<file path="config.mk">
export PLATFORM = sky130hd
export DESIGN_NAME = rss_core
export DESIGN_NICKNAME = d
export VERILOG_FILES = /design/src/design/rss_pkg.sv /design/src/design/rss_core.sv
export SDC_FILE = /design/constraint.sdc
export NUM_CORES = 1
export LEC_CHECK = 0
export BUFFER_PORTS_ARGS = -buffer_cell sky130_fd_sc_hd__buf_2
export CAP_MARGIN = 10
export CORE_MARGIN = 2
export CORE_UTILIZATION = 54
export DETAILED_ROUTE_END_ITERATION = 10
export PLACE_DENSITY_LB_ADDON = 0.3
export SETUP_SLACK_MARGIN = 0.2
export SKIP_LAST_GASP = 1
export SLEW_MARGIN = 20
export SYNTH_ARGS = -nofsm -noshare
export SYNTH_HDL_FRONTEND = slang
export SYNTH_SLANG_ARGS = --single-unit
export TNS_END_PERCENT = 30
</file>
<file path="constraint.sdc">
create_clock -name clk_sys -period 4.2 [get_ports clk_sys]
set_input_delay 0.42 -clock clk_sys [delete_from_list [all_inputs] [get_ports clk_sys]]
set_output_delay 0.42 -clock clk_sys [all_outputs]
set_load 0.005 [all_outputs]
</file>
<file path="src/design/rss_pkg.sv">
// Constants, register map and state encoding of the rail strobe sequencer
package rss_pkg;

	////////////////////////////////////////////////////////////////////////
	// Register indices; byte address is four times the index
	localparam logic [5:0] IDX_DELAY_LOW   = 6'h20;
	localparam logic [5:0] IDX_DELAY_HIGH  = 6'h21;
	localparam logic [5:0] IDX_BUCK_PAIR   = 6'h22;
	localparam logic [5:0] IDX_UPPER_RAILS = 6'h23;
	localparam logic [5:0] IDX_CONTROL     = 6'h30;
	localparam logic [5:0] IDX_UNLOCK      = 6'h31;
	localparam logic [5:0] IDX_STATUS      = 6'h32;

	// Reset values
	localparam logic [7:0] RST_DELAY_LOW   = 8'h00;
	localparam logic [7:0] RST_DELAY_HIGH  = 8'h00;
	localparam logic [7:0] RST_BUCK_PAIR   = 8'h98;
	localparam logic [7:0] RST_UPPER_RAILS = 8'h75;

	// Field positions
	localparam int POS_GAP_NINE   = 0;
	localparam int POS_STRETCH    = 7;
	localparam logic [7:0] MASK_DELAY_HIGH = 8'h81;
	localparam int POS_START_UP   = 0;
	localparam int POS_START_DOWN = 1;

	// Unlock key, value arbitrary
	localparam logic [7:0] UNLOCK_KEY = 8'h5a;

	// Strobe range and valid assignment window
	localparam logic [3:0] STEP_FIRST  = 4'h1;
	localparam logic [3:0] STEP_SEALED = 4'h3;
	localparam logic [3:0] STEP_LAST   = 4'ha;
	localparam logic [3:0] ASG_MIN     = 4'h3;
	localparam logic [3:0] ASG_MAX     = 4'ha;

	////////////////////////////////////////////////////////////////////////
	// Timing
	localparam int CLK_KHZ       = 10000;
	localparam int GAP_SHORT_US  = 2000;
	localparam int GAP_LONG_US   = 5000;
	localparam int STRETCH       = 10;
	localparam int GAP_SHORT_CYC = (GAP_SHORT_US * CLK_KHZ + 999) / 1000;
	localparam int GAP_LONG_CYC  = (GAP_LONG_US * CLK_KHZ + 999) / 1000;

	// AXI responses
	localparam logic [1:0] RESP_OKAY   = 2'h0;
	localparam logic [1:0] RESP_SLVERR = 2'h2;

	// Sequencer states, Gray along idle, strobe, wait
	typedef enum logic [1:0] {
		RSS_IDLE   = 2'h0,
		RSS_STROBE = 2'h1,
		RSS_WAIT   = 2'h3
	} rss_state_t;

endpackage

</file>
<file path="src/design/rss_core.sv">
// Rail strobe sequencer core with AXI4-Lite register slave
`timescale 1ns/1ps
module rss_core #(
	parameter int SHORT_CYC = rss_pkg::GAP_SHORT_CYC,
	parameter int LONG_CYC  = rss_pkg::GAP_LONG_CYC,
	parameter int TMR_W     = 20
) (
	// Clock and reset
	input  wire logic        clk_sys,
	input  wire logic        rst_n,
	// AXI4-Lite write
	input  wire logic [7:0]  s_axi_awaddr,
	input  wire logic        s_axi_awvalid,
	output logic             s_axi_awready,
	input  wire logic [31:0] s_axi_wdata,
	input  wire logic [3:0]  s_axi_wstrb,
	input  wire logic        s_axi_wvalid,
	output logic             s_axi_wready,
	output logic [1:0]       s_axi_bresp,
	output logic             s_axi_bvalid,
	input  wire logic        s_axi_bready,
	// AXI4-Lite read
	input  wire logic [7:0]  s_axi_araddr,
	input  wire logic        s_axi_arvalid,
	output logic             s_axi_arready,
	output logic [31:0]      s_axi_rdata,
	output logic [1:0]       s_axi_rresp,
	output logic             s_axi_rvalid,
	input  wire logic        s_axi_rready,
	// Non-volatile defaults and seal pin
	input  wire logic [31:0] nvm_image,
	input  wire logic        freshness_seal_flag,
	// Rail enables: buck one, buck two, buck three, buckboost
	output logic [3:0]       rail_en,
	// Backup buck rails at strobes one and two
	output logic [1:0]       backup_en,
	output logic             seq_busy
);
	import rss_pkg::*;

	// Elaboration check on timer width
	if (SHORT_CYC < 1 || LONG_CYC < SHORT_CYC || LONG_CYC * STRETCH >= 2 ** TMR_W) begin
		$error("rss_core: timer width cannot hold stretched gap");
	end

	////////////////////////////////////////////////////////////////////////
	// Bus state
	logic        aw_have_ff, nxt_aw_have;
	logic        w_have_ff, nxt_w_have;
	logic [5:0]  awidx_ff, nxt_awidx;
	logic [7:0]  wdata_ff, nxt_wdata;
	logic        wstrb0_ff, nxt_wstrb0;
	logic        bvalid_ff, nxt_bvalid;
	logic [1:0]  bresp_ff, nxt_bresp;
	logic        rvalid_ff, nxt_rvalid;
	logic [31:0] rdata_ff, nxt_rdata;
	logic [1:0]  rresp_ff, nxt_rresp;
	logic        do_write, wr_en, wr_map;
	logic [5:0]  aridx;
	logic        rd_map;
	logic [31:0] rd_val;
	// Register state
	logic [7:0]  delay_low_ff, nxt_delay_low;
	logic [7:0]  delay_high_ff, nxt_delay_high;
	logic [7:0]  buck_pair_ff, nxt_buck_pair;
	logic [7:0]  upper_rails_ff, nxt_upper_rails;
	logic        unlock_ff, nxt_unlock;
	logic        nvm_pend_ff, nxt_nvm_pend;
	logic        start_up, start_down, seq_wr;
	// Sequencer state
	rss_state_t       state_ff, nxt_state;
	logic             dir_up_ff, nxt_dir_up;
	logic [3:0]       step_ff, nxt_step;
	logic [TMR_W-1:0] tmr_ff, nxt_tmr;
	logic [3:0]       rail_ff, nxt_rail;
	logic [1:0]       backup_ff, nxt_backup;
	logic             seal_s1_ff, seal_s2_ff, last_step;
	logic [8:0]       gap_vec;
	logic [3:0]       gidx, hit;
	logic [TMR_W-1:0] gap_cyc;
	logic [3:0]       asg [4];

	////////////////////////////////////////////////////////////////////////
	// Handshake outputs
	assign s_axi_awready = !aw_have_ff && !bvalid_ff;
	assign s_axi_wready  = !w_have_ff && !bvalid_ff;
	assign s_axi_arready = !rvalid_ff;
	assign s_axi_bvalid  = bvalid_ff;
	assign s_axi_bresp   = bresp_ff;
	assign s_axi_rvalid  = rvalid_ff;
	assign s_axi_rdata   = rdata_ff;
	assign s_axi_rresp   = rresp_ff;
	// Write decode
	assign do_write = aw_have_ff && w_have_ff && !bvalid_ff;
	assign wr_en    = do_write && wstrb0_ff;
	assign wr_map   = awidx_ff inside {[IDX_DELAY_LOW:IDX_UPPER_RAILS], [IDX_CONTROL:IDX_STATUS]};
	assign seq_wr   = awidx_ff inside {[IDX_DELAY_LOW:IDX_UPPER_RAILS]};
	// Read mux
	assign aridx = s_axi_araddr[7:2];
	always_comb begin
		rd_map = 1'b1;
		rd_val = 32'h0;
		case (aridx)
			IDX_DELAY_LOW:   rd_val[7:0] = delay_low_ff;
			IDX_DELAY_HIGH:  rd_val[7:0] = delay_high_ff;
			IDX_BUCK_PAIR:   rd_val[7:0] = buck_pair_ff;
			IDX_UPPER_RAILS: rd_val[7:0] = upper_rails_ff;
			IDX_CONTROL:     rd_val = 32'h0;
			IDX_UNLOCK:      rd_val[0] = unlock_ff;
			IDX_STATUS:      rd_val[12:0] = {seal_s2_ff, backup_ff, rail_ff,
				dir_up_ff, seq_busy, step_ff};
			default:         rd_map = 1'b0;
		endcase
	end

	// Bus next state
	always_comb begin
		nxt_aw_have = aw_have_ff;
		nxt_w_have  = w_have_ff;
		nxt_awidx   = awidx_ff;
		nxt_wdata   = wdata_ff;
		nxt_wstrb0  = wstrb0_ff;
		nxt_bvalid  = bvalid_ff;
		nxt_bresp   = bresp_ff;
		nxt_rvalid  = rvalid_ff;
		nxt_rdata   = rdata_ff;
		nxt_rresp   = rresp_ff;
		if (s_axi_awvalid && s_axi_awready) begin
			nxt_aw_have = 1'b1;
			nxt_awidx   = s_axi_awaddr[7:2];
		end
		if (s_axi_wvalid && s_axi_wready) begin
			nxt_w_have = 1'b1;
			nxt_wdata  = s_axi_wdata[7:0];
			nxt_wstrb0 = s_axi_wstrb[0];
		end
		if (do_write) begin
			nxt_aw_have = 1'b0;
			nxt_w_have  = 1'b0;
			nxt_bvalid  = 1'b1;
			nxt_bresp   = wr_map ? RESP_OKAY : RESP_SLVERR;
		end else if (bvalid_ff && s_axi_bready) begin
			nxt_bvalid = 1'b0;
		end
		if (s_axi_arvalid && s_axi_arready) begin
			nxt_rvalid = 1'b1;
			nxt_rdata  = rd_val;
			nxt_rresp  = rd_map ? RESP_OKAY : RESP_SLVERR;
		end else if (rvalid_ff && s_axi_rready) begin
			nxt_rvalid = 1'b0;
		end
	end

	// Bus registers
	always_ff @(posedge clk_sys or negedge rst_n) begin
		if (!rst_n) begin
			aw_have_ff <= 1'b0;
			w_have_ff  <= 1'b0;
			awidx_ff   <= 6'h0;
			wdata_ff   <= 8'h0;
			wstrb0_ff  <= 1'b0;
			bvalid_ff  <= 1'b0;
			bresp_ff   <= RESP_OKAY;
			rvalid_ff  <= 1'b0;
			rdata_ff   <= 32'h0;
			rresp_ff   <= RESP_OKAY;
		end else begin
			aw_have_ff <= nxt_aw_have;
			w_have_ff  <= nxt_w_have;
			awidx_ff   <= nxt_awidx;
			wdata_ff   <= nxt_wdata;
			wstrb0_ff  <= nxt_wstrb0;
			bvalid_ff  <= nxt_bvalid;
			bresp_ff   <= nxt_bresp;
			rvalid_ff  <= nxt_rvalid;
			rdata_ff   <= nxt_rdata;
			rresp_ff   <= nxt_rresp;
		end
	end

	////////////////////////////////////////////////////////////////////////
	// Control pulses from the control register
	assign start_up   = wr_en && awidx_ff == IDX_CONTROL && wdata_ff[POS_START_UP];
	assign start_down = wr_en && awidx_ff == IDX_CONTROL && wdata_ff[POS_START_DOWN];

	// Register next state: defaults from the image, gap and assignment writes only when unlocked
	always_comb begin
		nxt_delay_low   = delay_low_ff;
		nxt_delay_high  = delay_high_ff;
		nxt_buck_pair   = buck_pair_ff;
		nxt_upper_rails = upper_rails_ff;
		nxt_unlock      = unlock_ff;
		nxt_nvm_pend    = 1'b0;
		if (nvm_pend_ff) begin
			nxt_delay_low   = nvm_image[7:0];
			nxt_delay_high  = nvm_image[15:8] & MASK_DELAY_HIGH;
			nxt_buck_pair   = nvm_image[23:16];
			nxt_upper_rails = nvm_image[31:24];
		end else if (wr_en && seq_wr && unlock_ff) begin
			nxt_unlock = 1'b0;
			case (awidx_ff)
				IDX_DELAY_LOW:   nxt_delay_low = wdata_ff;
				IDX_DELAY_HIGH:  nxt_delay_high = wdata_ff & MASK_DELAY_HIGH;
				IDX_BUCK_PAIR:   nxt_buck_pair = wdata_ff;
				IDX_UPPER_RAILS: nxt_upper_rails = wdata_ff;
				default:         nxt_unlock = 1'b0;
			endcase
		end else if (wr_en && awidx_ff == IDX_UNLOCK) begin
			nxt_unlock = wdata_ff == UNLOCK_KEY;
		end
	end

	// Register file
	always_ff @(posedge clk_sys or negedge rst_n) begin
		if (!rst_n) begin
			delay_low_ff   <= RST_DELAY_LOW;
			delay_high_ff  <= RST_DELAY_HIGH;
			buck_pair_ff   <= RST_BUCK_PAIR;
			upper_rails_ff <= RST_UPPER_RAILS;
			unlock_ff      <= 1'b0;
			nvm_pend_ff    <= 1'b1;
		end else begin
			delay_low_ff   <= nxt_delay_low;
			delay_high_ff  <= nxt_delay_high;
			buck_pair_ff   <= nxt_buck_pair;
			upper_rails_ff <= nxt_upper_rails;
			unlock_ff      <= nxt_unlock;
			nvm_pend_ff    <= nxt_nvm_pend;
		end
	end

	////////////////////////////////////////////////////////////////////////
	// Seal pin synchroniser
	always_ff @(posedge clk_sys or negedge rst_n) begin
		if (!rst_n) begin
			seal_s1_ff <= 1'b0;
			seal_s2_ff <= 1'b0;
		end else begin
			seal_s1_ff <= freshness_seal_flag;
			seal_s2_ff <= seal_s1_ff;
		end
	end

	// Assignment fields and per-rail strobe match
	assign asg[0] = buck_pair_ff[3:0];
	assign asg[1] = buck_pair_ff[7:4];
	assign asg[2] = upper_rails_ff[3:0];
	assign asg[3] = upper_rails_ff[7:4];
	for (genvar i = 0; i < 4; i++) begin : g_hit
		assign hit[i] = asg[i] >= ASG_MIN && asg[i] <= ASG_MAX && asg[i] == step_ff;
	end

	// Gap selection: gap k sits at index k-1
	assign gap_vec = {delay_high_ff[POS_GAP_NINE], delay_low_ff};
	assign gidx    = dir_up_ff ? step_ff - 4'h1 : step_ff - 4'h2;
	always_comb begin
		gap_cyc = gap_vec[gidx] ? TMR_W'(LONG_CYC) : TMR_W'(SHORT_CYC);
		if (!dir_up_ff && delay_high_ff[POS_STRETCH]) begin
			gap_cyc = gap_vec[gidx] ? TMR_W'(LONG_CYC * STRETCH)
				: TMR_W'(SHORT_CYC * STRETCH);
		end
	end
	// Last strobe of a pass; a broken seal ends power-down at strobe three
	assign last_step = dir_up_ff ? step_ff == STEP_LAST
		: (step_ff == STEP_FIRST || (step_ff == STEP_SEALED && seal_s2_ff));

	// Sequencer next state
	always_comb begin
		nxt_state  = state_ff;
		nxt_dir_up = dir_up_ff;
		nxt_step   = step_ff;
		nxt_tmr    = tmr_ff;
		nxt_rail   = rail_ff;
		nxt_backup = backup_ff;
		case (state_ff)
			RSS_IDLE: begin
				if (!nvm_pend_ff && start_up) begin
					nxt_dir_up = 1'b1;
					nxt_step   = seal_s2_ff ? STEP_SEALED : STEP_FIRST;
					nxt_state  = RSS_STROBE;
				end else if (!nvm_pend_ff && start_down) begin
					nxt_dir_up = 1'b0;
					nxt_step   = STEP_LAST;
					nxt_state  = RSS_STROBE;
				end
			end
			RSS_STROBE: begin
				for (int i = 0; i < 4; i++) begin
					if (hit[i]) begin
						nxt_rail[i] = dir_up_ff;
					end
				end
				if (step_ff <= 4'h2 && !seal_s2_ff) begin
					nxt_backup[step_ff[1]] = dir_up_ff;
				end
				if (last_step) begin
					nxt_state = RSS_IDLE;
				end else begin
					nxt_tmr   = gap_cyc;
					nxt_state = RSS_WAIT;
				end
			end
			RSS_WAIT: begin
				nxt_tmr = tmr_ff - TMR_W'(1);
				if (tmr_ff <= TMR_W'(1)) begin
					nxt_step  = dir_up_ff ? step_ff + 4'h1 : step_ff - 4'h1;
					nxt_state = RSS_STROBE;
				end
			end
			default: nxt_state = RSS_IDLE;
		endcase
	end

	// Sequencer registers
	always_ff @(posedge clk_sys or negedge rst_n) begin
		if (!rst_n) begin
			state_ff  <= RSS_IDLE;
			dir_up_ff <= 1'b1;
			step_ff   <= STEP_FIRST;
			tmr_ff    <= '0;
			rail_ff   <= 4'h0;
			backup_ff <= 2'h0;
		end else begin
			state_ff  <= nxt_state;
			dir_up_ff <= nxt_dir_up;
			step_ff   <= nxt_step;
			tmr_ff    <= nxt_tmr;
			rail_ff   <= nxt_rail;
			backup_ff <= nxt_backup;
		end
	end

	// Outputs
	assign rail_en   = rail_ff;
	assign backup_en = backup_ff;
	assign seq_busy  = state_ff != RSS_IDLE;

endmodule

</file>
==> impl_results.html <==
<table>
<tr><th>Metric</th><th>Value</th></tr>
<tr><th colspan="2">Status</th></tr>
<tr><td>Run status</td><td>finished, final reports clean</td></tr>
<tr><th colspan="2">Layout</th></tr>
<tr><td>Number of standard cells in the final layout excluding fillers</td><td>816</td></tr>
<tr><td>Ratio of cells with drive above 1 in the final layout</td><td>21.2%</td></tr>
<tr><td>Layout overhead on the synthesized area</td><td>10.2%</td></tr>
<tr><td>Commonest cells after routing, fill and taps aside</td><td>sky130_fd_sc_hd__dfrtp_1, sky130_fd_sc_hd__buf_2, sky130_fd_sc_hd__nand2_1</td></tr>
<tr><td>Leading cell type in the layout, fill and taps excluded</td><td>sky130_fd_sc_hd__dfrtp_1</td></tr>
<tr><td>Final cell utilization of the core</td><td>61.4%</td></tr>
<tr><td>Number of antenna diodes</td><td>0</td></tr>
<tr><td>Layout filler cell count</td><td>911</td></tr>
<tr><td>Final nets</td><td>784</td></tr>
<tr><th colspan="2">Job</th></tr>
<tr><td>Total of max-cap violations</td><td>0</td></tr>
<tr><th colspan="2">Die</th></tr>
<tr><td>Std-Cell Rows</td><td>37</td></tr>
<tr><td>X dimension of the die</td><td>107 um</td></tr>
<tr><td>I/O pin count</td><td>140</td></tr>
<tr><td>Die outline area</td><td>11500 um2</td></tr>
<tr><td>Core Box Area</td><td>10300 um2</td></tr>
<tr><td>Effective utilization at floorplan</td><td>55.7%</td></tr>
<tr><td>Vertical die dimension</td><td>107 um</td></tr>
<tr><th colspan="2">Route</th></tr>
<tr><td>First-pass iteration count of the detailed router</td><td>5</td></tr>
<tr><td>DRC violation count after routing</td><td>0</td></tr>
<tr><td>Residual antenna-violating net count after detailed routing</td><td>0</td></tr>
<tr><td>Violation count after the first detailed-routing iteration</td><td>289</td></tr>
<tr><td>Detailed-route wire length per cell</td><td>16.9 um</td></tr>
<tr><td>WL final</td><td>13800 um</td></tr>
<tr><td>Total via count in the routed design</td><td>4789</td></tr>
<tr><td>Avg Vias per Cell</td><td>5.87</td></tr>
<tr><th colspan="2">Yosys</th></tr>
<tr><td>Simple-gate share of the synthesized area</td><td>16.8%</td></tr>
<tr><td>Most common flop cell mapped by yosys</td><td>sky130_fd_sc_hd__dfrtp_1</td></tr>
<tr><td>Yosys warning total</td><td>0</td></tr>
<tr><td>XOR/XNOR share of the synthesized area</td><td>3.05%</td></tr>
<tr><td>Post-Synthesis Cell Area</td><td>5750 um2</td></tr>
<tr><td>Sequential share of the synthesized area</td><td>42.5%</td></tr>
<tr><td>Count of flip-flops with a built-in enable after synthesis</td><td>0</td></tr>
<tr><td>Adder and majority gate portion of the synthesized area</td><td>3.70%</td></tr>
<tr><td>Combinational family with the most area after synthesis</td><td>simple AND/OR/NAND/NOR gates</td></tr>
<tr><td>Count of different cell masters after synthesis</td><td>62</td></tr>
<tr><td>Share of flip-flops with an asynchronous set or reset after synthesis</td><td>100%</td></tr>
<tr><td>Total of flip-flops plus latches after synthesis</td><td>97</td></tr>
<tr><td>Post-synthesis mux area share</td><td>11.0%</td></tr>
<tr><td>Syn Inst Count</td><td>611</td></tr>
<tr><td>Compound-Gate Fraction of Synth Area</td><td>16.6%</td></tr>
<tr><td>Average cell area after synthesis</td><td>9.41 um2</td></tr>
<tr><th colspan="2">Timing</th></tr>
<tr><td>Slew at the pin closest to its max-slew limit</td><td>1.02 ns</td></tr>
<tr><td>Count of endpoints failing setup in the final report</td><td>0</td></tr>
<tr><td>Clock Skew</td><td>0.00734 ns</td></tr>
<tr><td>Post-layout min period</td><td>3.30 ns</td></tr>
<tr><td>Tcrit/Tclk final</td><td>78.5%</td></tr>
<tr><td>RSZ-0062 raised after global routing</td><td>false</td></tr>
<tr><td>Highest clock frequency the design can meet</td><td>303 MHz</td></tr>
<tr><td>Final sum of negative setup slack</td><td>0 ns</td></tr>
<tr><td>Final hold violation count</td><td>0</td></tr>
<tr><td>Max Transition Viols Final</td><td>0</td></tr>
<tr><td>Relative slew slack</td><td>32.3%</td></tr>
<tr><th colspan="2">GRT</th></tr>
<tr><td>Via count of the first global-routing pass</td><td>4585</td></tr>
<tr><td>Total congestion overflow after global routing</td><td>0</td></tr>
<tr><td>Antenna violations before repair</td><td>0</td></tr>
<tr><td>First-pass GRT wire length</td><td>23200 um</td></tr>
<tr><td>Pin count of the biggest net entering global routing</td><td>74</td></tr>
<tr><td>Total routing resource utilization after global routing</td><td>25.5%</td></tr>
<tr><th colspan="2">Power</th></tr>
<tr><td>Pwr Density</td><td>567 nW/um2</td></tr>
<tr><td>LEAKAGE</td><td>2.84 nW</td></tr>
<tr><td>Largest voltage drop on the vdd net</td><td>0.349 mV</td></tr>
<tr><th colspan="2">Critical path</th></tr>
<tr><td>Crit path DAT</td><td>3.52 ns</td></tr>
<tr><td>Worst path top cell family by delay</td><td>flip-flops</td></tr>
<tr><td>Critical Path Max Stage Delay</td><td>0.87 ns</td></tr>
<tr><td>CP startpoint</td><td>step_ff[0]</td></tr>
<tr><td>Critical path launch point type</td><td>flop</td></tr>
<tr><td>Peak fanout along the critical path</td><td>25</td></tr>
<tr><td>Critical R2R Capture</td><td>tmr_ff[18]</td></tr>
<tr><td>Kind of end point of the critical path</td><td>flop</td></tr>
<tr><td>Beginning of the worst register-to-register path</td><td>step_ff[0]</td></tr>
<tr><td>FF-to-FF setup slack</td><td>0.90 ns</td></tr>
<tr><td>CP Buf/Inv Count</td><td>1</td></tr>
<tr><td>Worst-path cell with the longest stage delay</td><td>sky130_fd_sc_hd__dfstp_2</td></tr>
<tr><td>Reg2Reg Depth</td><td>11</td></tr>
<tr><td>Data required time at the worst endpoint</td><td>4.42 ns</td></tr>
<tr><td>Critical setup path kind</td><td>flop to flop</td></tr>
<tr><td>Critical path cell sequence</td><td>inv_1 &gt; ha_1 &gt; and3b_1 &gt; o21ai_0 &gt; and4_1 &gt; a311o_1 &gt; nand2_1 &gt; ha_1 &gt; mux2_2 &gt; o21ai_0 &gt; a21oi_1</td></tr>
<tr><th colspan="2">Clocking</th></tr>
<tr><td>Count of hold buffers inserted by post-cts repair</td><td>0</td></tr>
<tr><td>Number of buffers inserted during clock tree synthesis</td><td>9</td></tr>
<tr><td>Later-pin clock latency in the skew report</td><td>0.37 ns</td></tr>
<tr><td>Deepest level of the CTS H-tree</td><td>3</td></tr>
<tr><td>Clock input transition at the sequential cells of the worst setup and hold paths</td><td>0.10 ns</td></tr>
<tr><td>Maximum clock path buffer count</td><td>2</td></tr>
<tr><td>Post-CTS setup buffer count</td><td>0</td></tr>
<tr><td>Clock Sink Count</td><td>97</td></tr>
<tr><td>CTS root buffer</td><td>sky130_fd_sc_hd__clkbuf_8</td></tr>
<tr><td>Post-CTS sizing</td><td>0</td></tr>
<tr><td>CTS tree</td><td>yes</td></tr>
<tr><th colspan="2">Min path</th></tr>
<tr><td>Terminating pin of the worst hold path</td><td>seal_s1_ff</td></tr>
<tr><td>Worst min-delay path category</td><td>primary input to flop</td></tr>
<tr><td>Hold path startpoint</td><td>freshness_seal_flag</td></tr>
<tr><td>Worst Hold Depth</td><td>1</td></tr>
<tr><th colspan="2">Placed design</th></tr>
<tr><td>Count of input and output buffers</td><td>81</td></tr>
<tr><td>HPWL Detailed</td><td>9830 um</td></tr>
<tr><td>Total instance count after detailed placement</td><td>800</td></tr>
<tr><td>Final Wtd Congestion</td><td>0.926</td></tr>
</table>
## state kept, by name (all words and copies together) (netlist names)
| register | count |
|---|---|
| awidx_ff | 6 |
| state_ff | 2 |
| nvm_pend_ff | 1 |
| delay_low_ff | 8 |
| w_have_ff | 1 |
| delay_high_ff | 2 |
| unlock_ff | 1 |
| s_axi_rvalid | 1 |
| wstrb0_ff | 1 |
| dir_up_ff | 1 |
| s_axi_bresp | 1 |
| s_axi_rresp | 1 |
| s_axi_bvalid | 1 |
| aw_have_ff | 1 |
| seal_s1_ff | 1 |
| upper_rails_ff | 8 |
| wdata_ff | 8 |
| seal_s2_ff | 1 |
| backup_en | 2 |
| buck_pair_ff | 8 |
| step_ff | 4 |
| tmr_ff | 20 |
| s_axi_rdata | 13 |
| rail_en | 4 |
## final cells by class
cell class | instances | area [um2] | area share (%)
clock inverter | 7 | 63.8 | 1.01
inverter | 20 | 75.1 | 1.18
timing repair buffer | 85 | 438 | 6.91
sequential | 97 | 2440 | 38.5
clock buffer | 9 | 124 | 1.95
multi-input combinational | 462 | 3030 | 47.7
tap | 136 | 170 | 2.69
## how the worst max path moves through the flow
stage | endpoint | cells past startpoint | slack (ns)
floorplan | tmr_ff[18] | 13 | 1.21
finish | tmr_ff[18] | 11 | 0.90
global placement | tmr_ff[18] | 11 | 1.05
global route | tmr_ff[18] | 11 | 0.68
detailed placement | tmr_ff[18] | 11 | 0.97
CTS | tmr_ff[18] | 11 | 0.96
## report_power, final
| part | internal (W) | switching, W |
|---|---|---|
| logic | 0.000647 | 0.000807 |
| registers | 0.00117 | 0.000376 |
| clock network | 0.000228 | 0.000363 |
| total | 0.00205 | 0.00155 |
## cell families (layout without fill, tap and decap cells)
| group | Yosys count | in the layout |
|---|---|---|
| and+or+nand+nor | 192 | 192 |
| buffers and inverters | 73 | 121 |
| muxes | 59 | 59 |
| other | 1 | 22 |
| AOI/OAI and AO/OA | 152 | 152 |
| xor gates and xnor gates | 20 | 20 |
| adders and majority gates | 17 | 17 |
| DFF | 97 | 97 |
## routing by layer
layer,up-vias,wire length (um),global-route usage [%]
met2,168,6350,40.2
li1,2286,-,-
met5,-,0,0
met3,27,727,3.10
met1,2308,6410,36.3
met4,0,283,9.09
## synth_stat cells, types with 9 or more instances
library cell,instances,share of area [%]
sky130_fd_sc_hd__clkbuf_1,27,1.8
sky130_fd_sc_hd__o21ai_1,11,0.96
sky130_fd_sc_hd__nor2_1,34,2.2
sky130_fd_sc_hd__buf_4,21,2.7
sky130_fd_sc_hd__nor4_1,10,1.1
sky130_fd_sc_hd__dfstp_2,11,5.0
sky130_fd_sc_hd__nand2_1,64,4.2
sky130_fd_sc_hd__nor3_1,16,1.4
sky130_fd_sc_hd__mux2_2,24,4.7
sky130_fd_sc_hd__a22o_1,12,1.8
sky130_fd_sc_hd__inv_1,20,1.3
sky130_fd_sc_hd__or3_1,9,0.98
sky130_fd_sc_hd__xnor2_1,13,2.0
sky130_fd_sc_hd__a21oi_1,31,2.7
sky130_fd_sc_hd__mux2i_1,34,5.9
sky130_fd_sc_hd__dfrtp_1,86,37
sky130_fd_sc_hd__ha_1,17,3.7
sky130_fd_sc_hd__nand3_1,19,1.7
sky130_fd_sc_hd__o21ai_0,47,4.1
## per-stage QoR
step	power, W	setup slack, ns	cell area, um2	hold slack [ns]
2_1_floorplan	0.00257	1.21	5830	0.124
3_3_place_gp	0.00290	1.05	6150	0.335
3_5_place_dp	0.00299	0.974	6150	0.337
4_1_cts	0.00358	0.963	6340	0.131
5_1_grt	0.00386	0.680	6340	0.129
6_report	0.00359	0.901	6340	0.140
No activity file was read; power rests on OpenSTA's default activity.
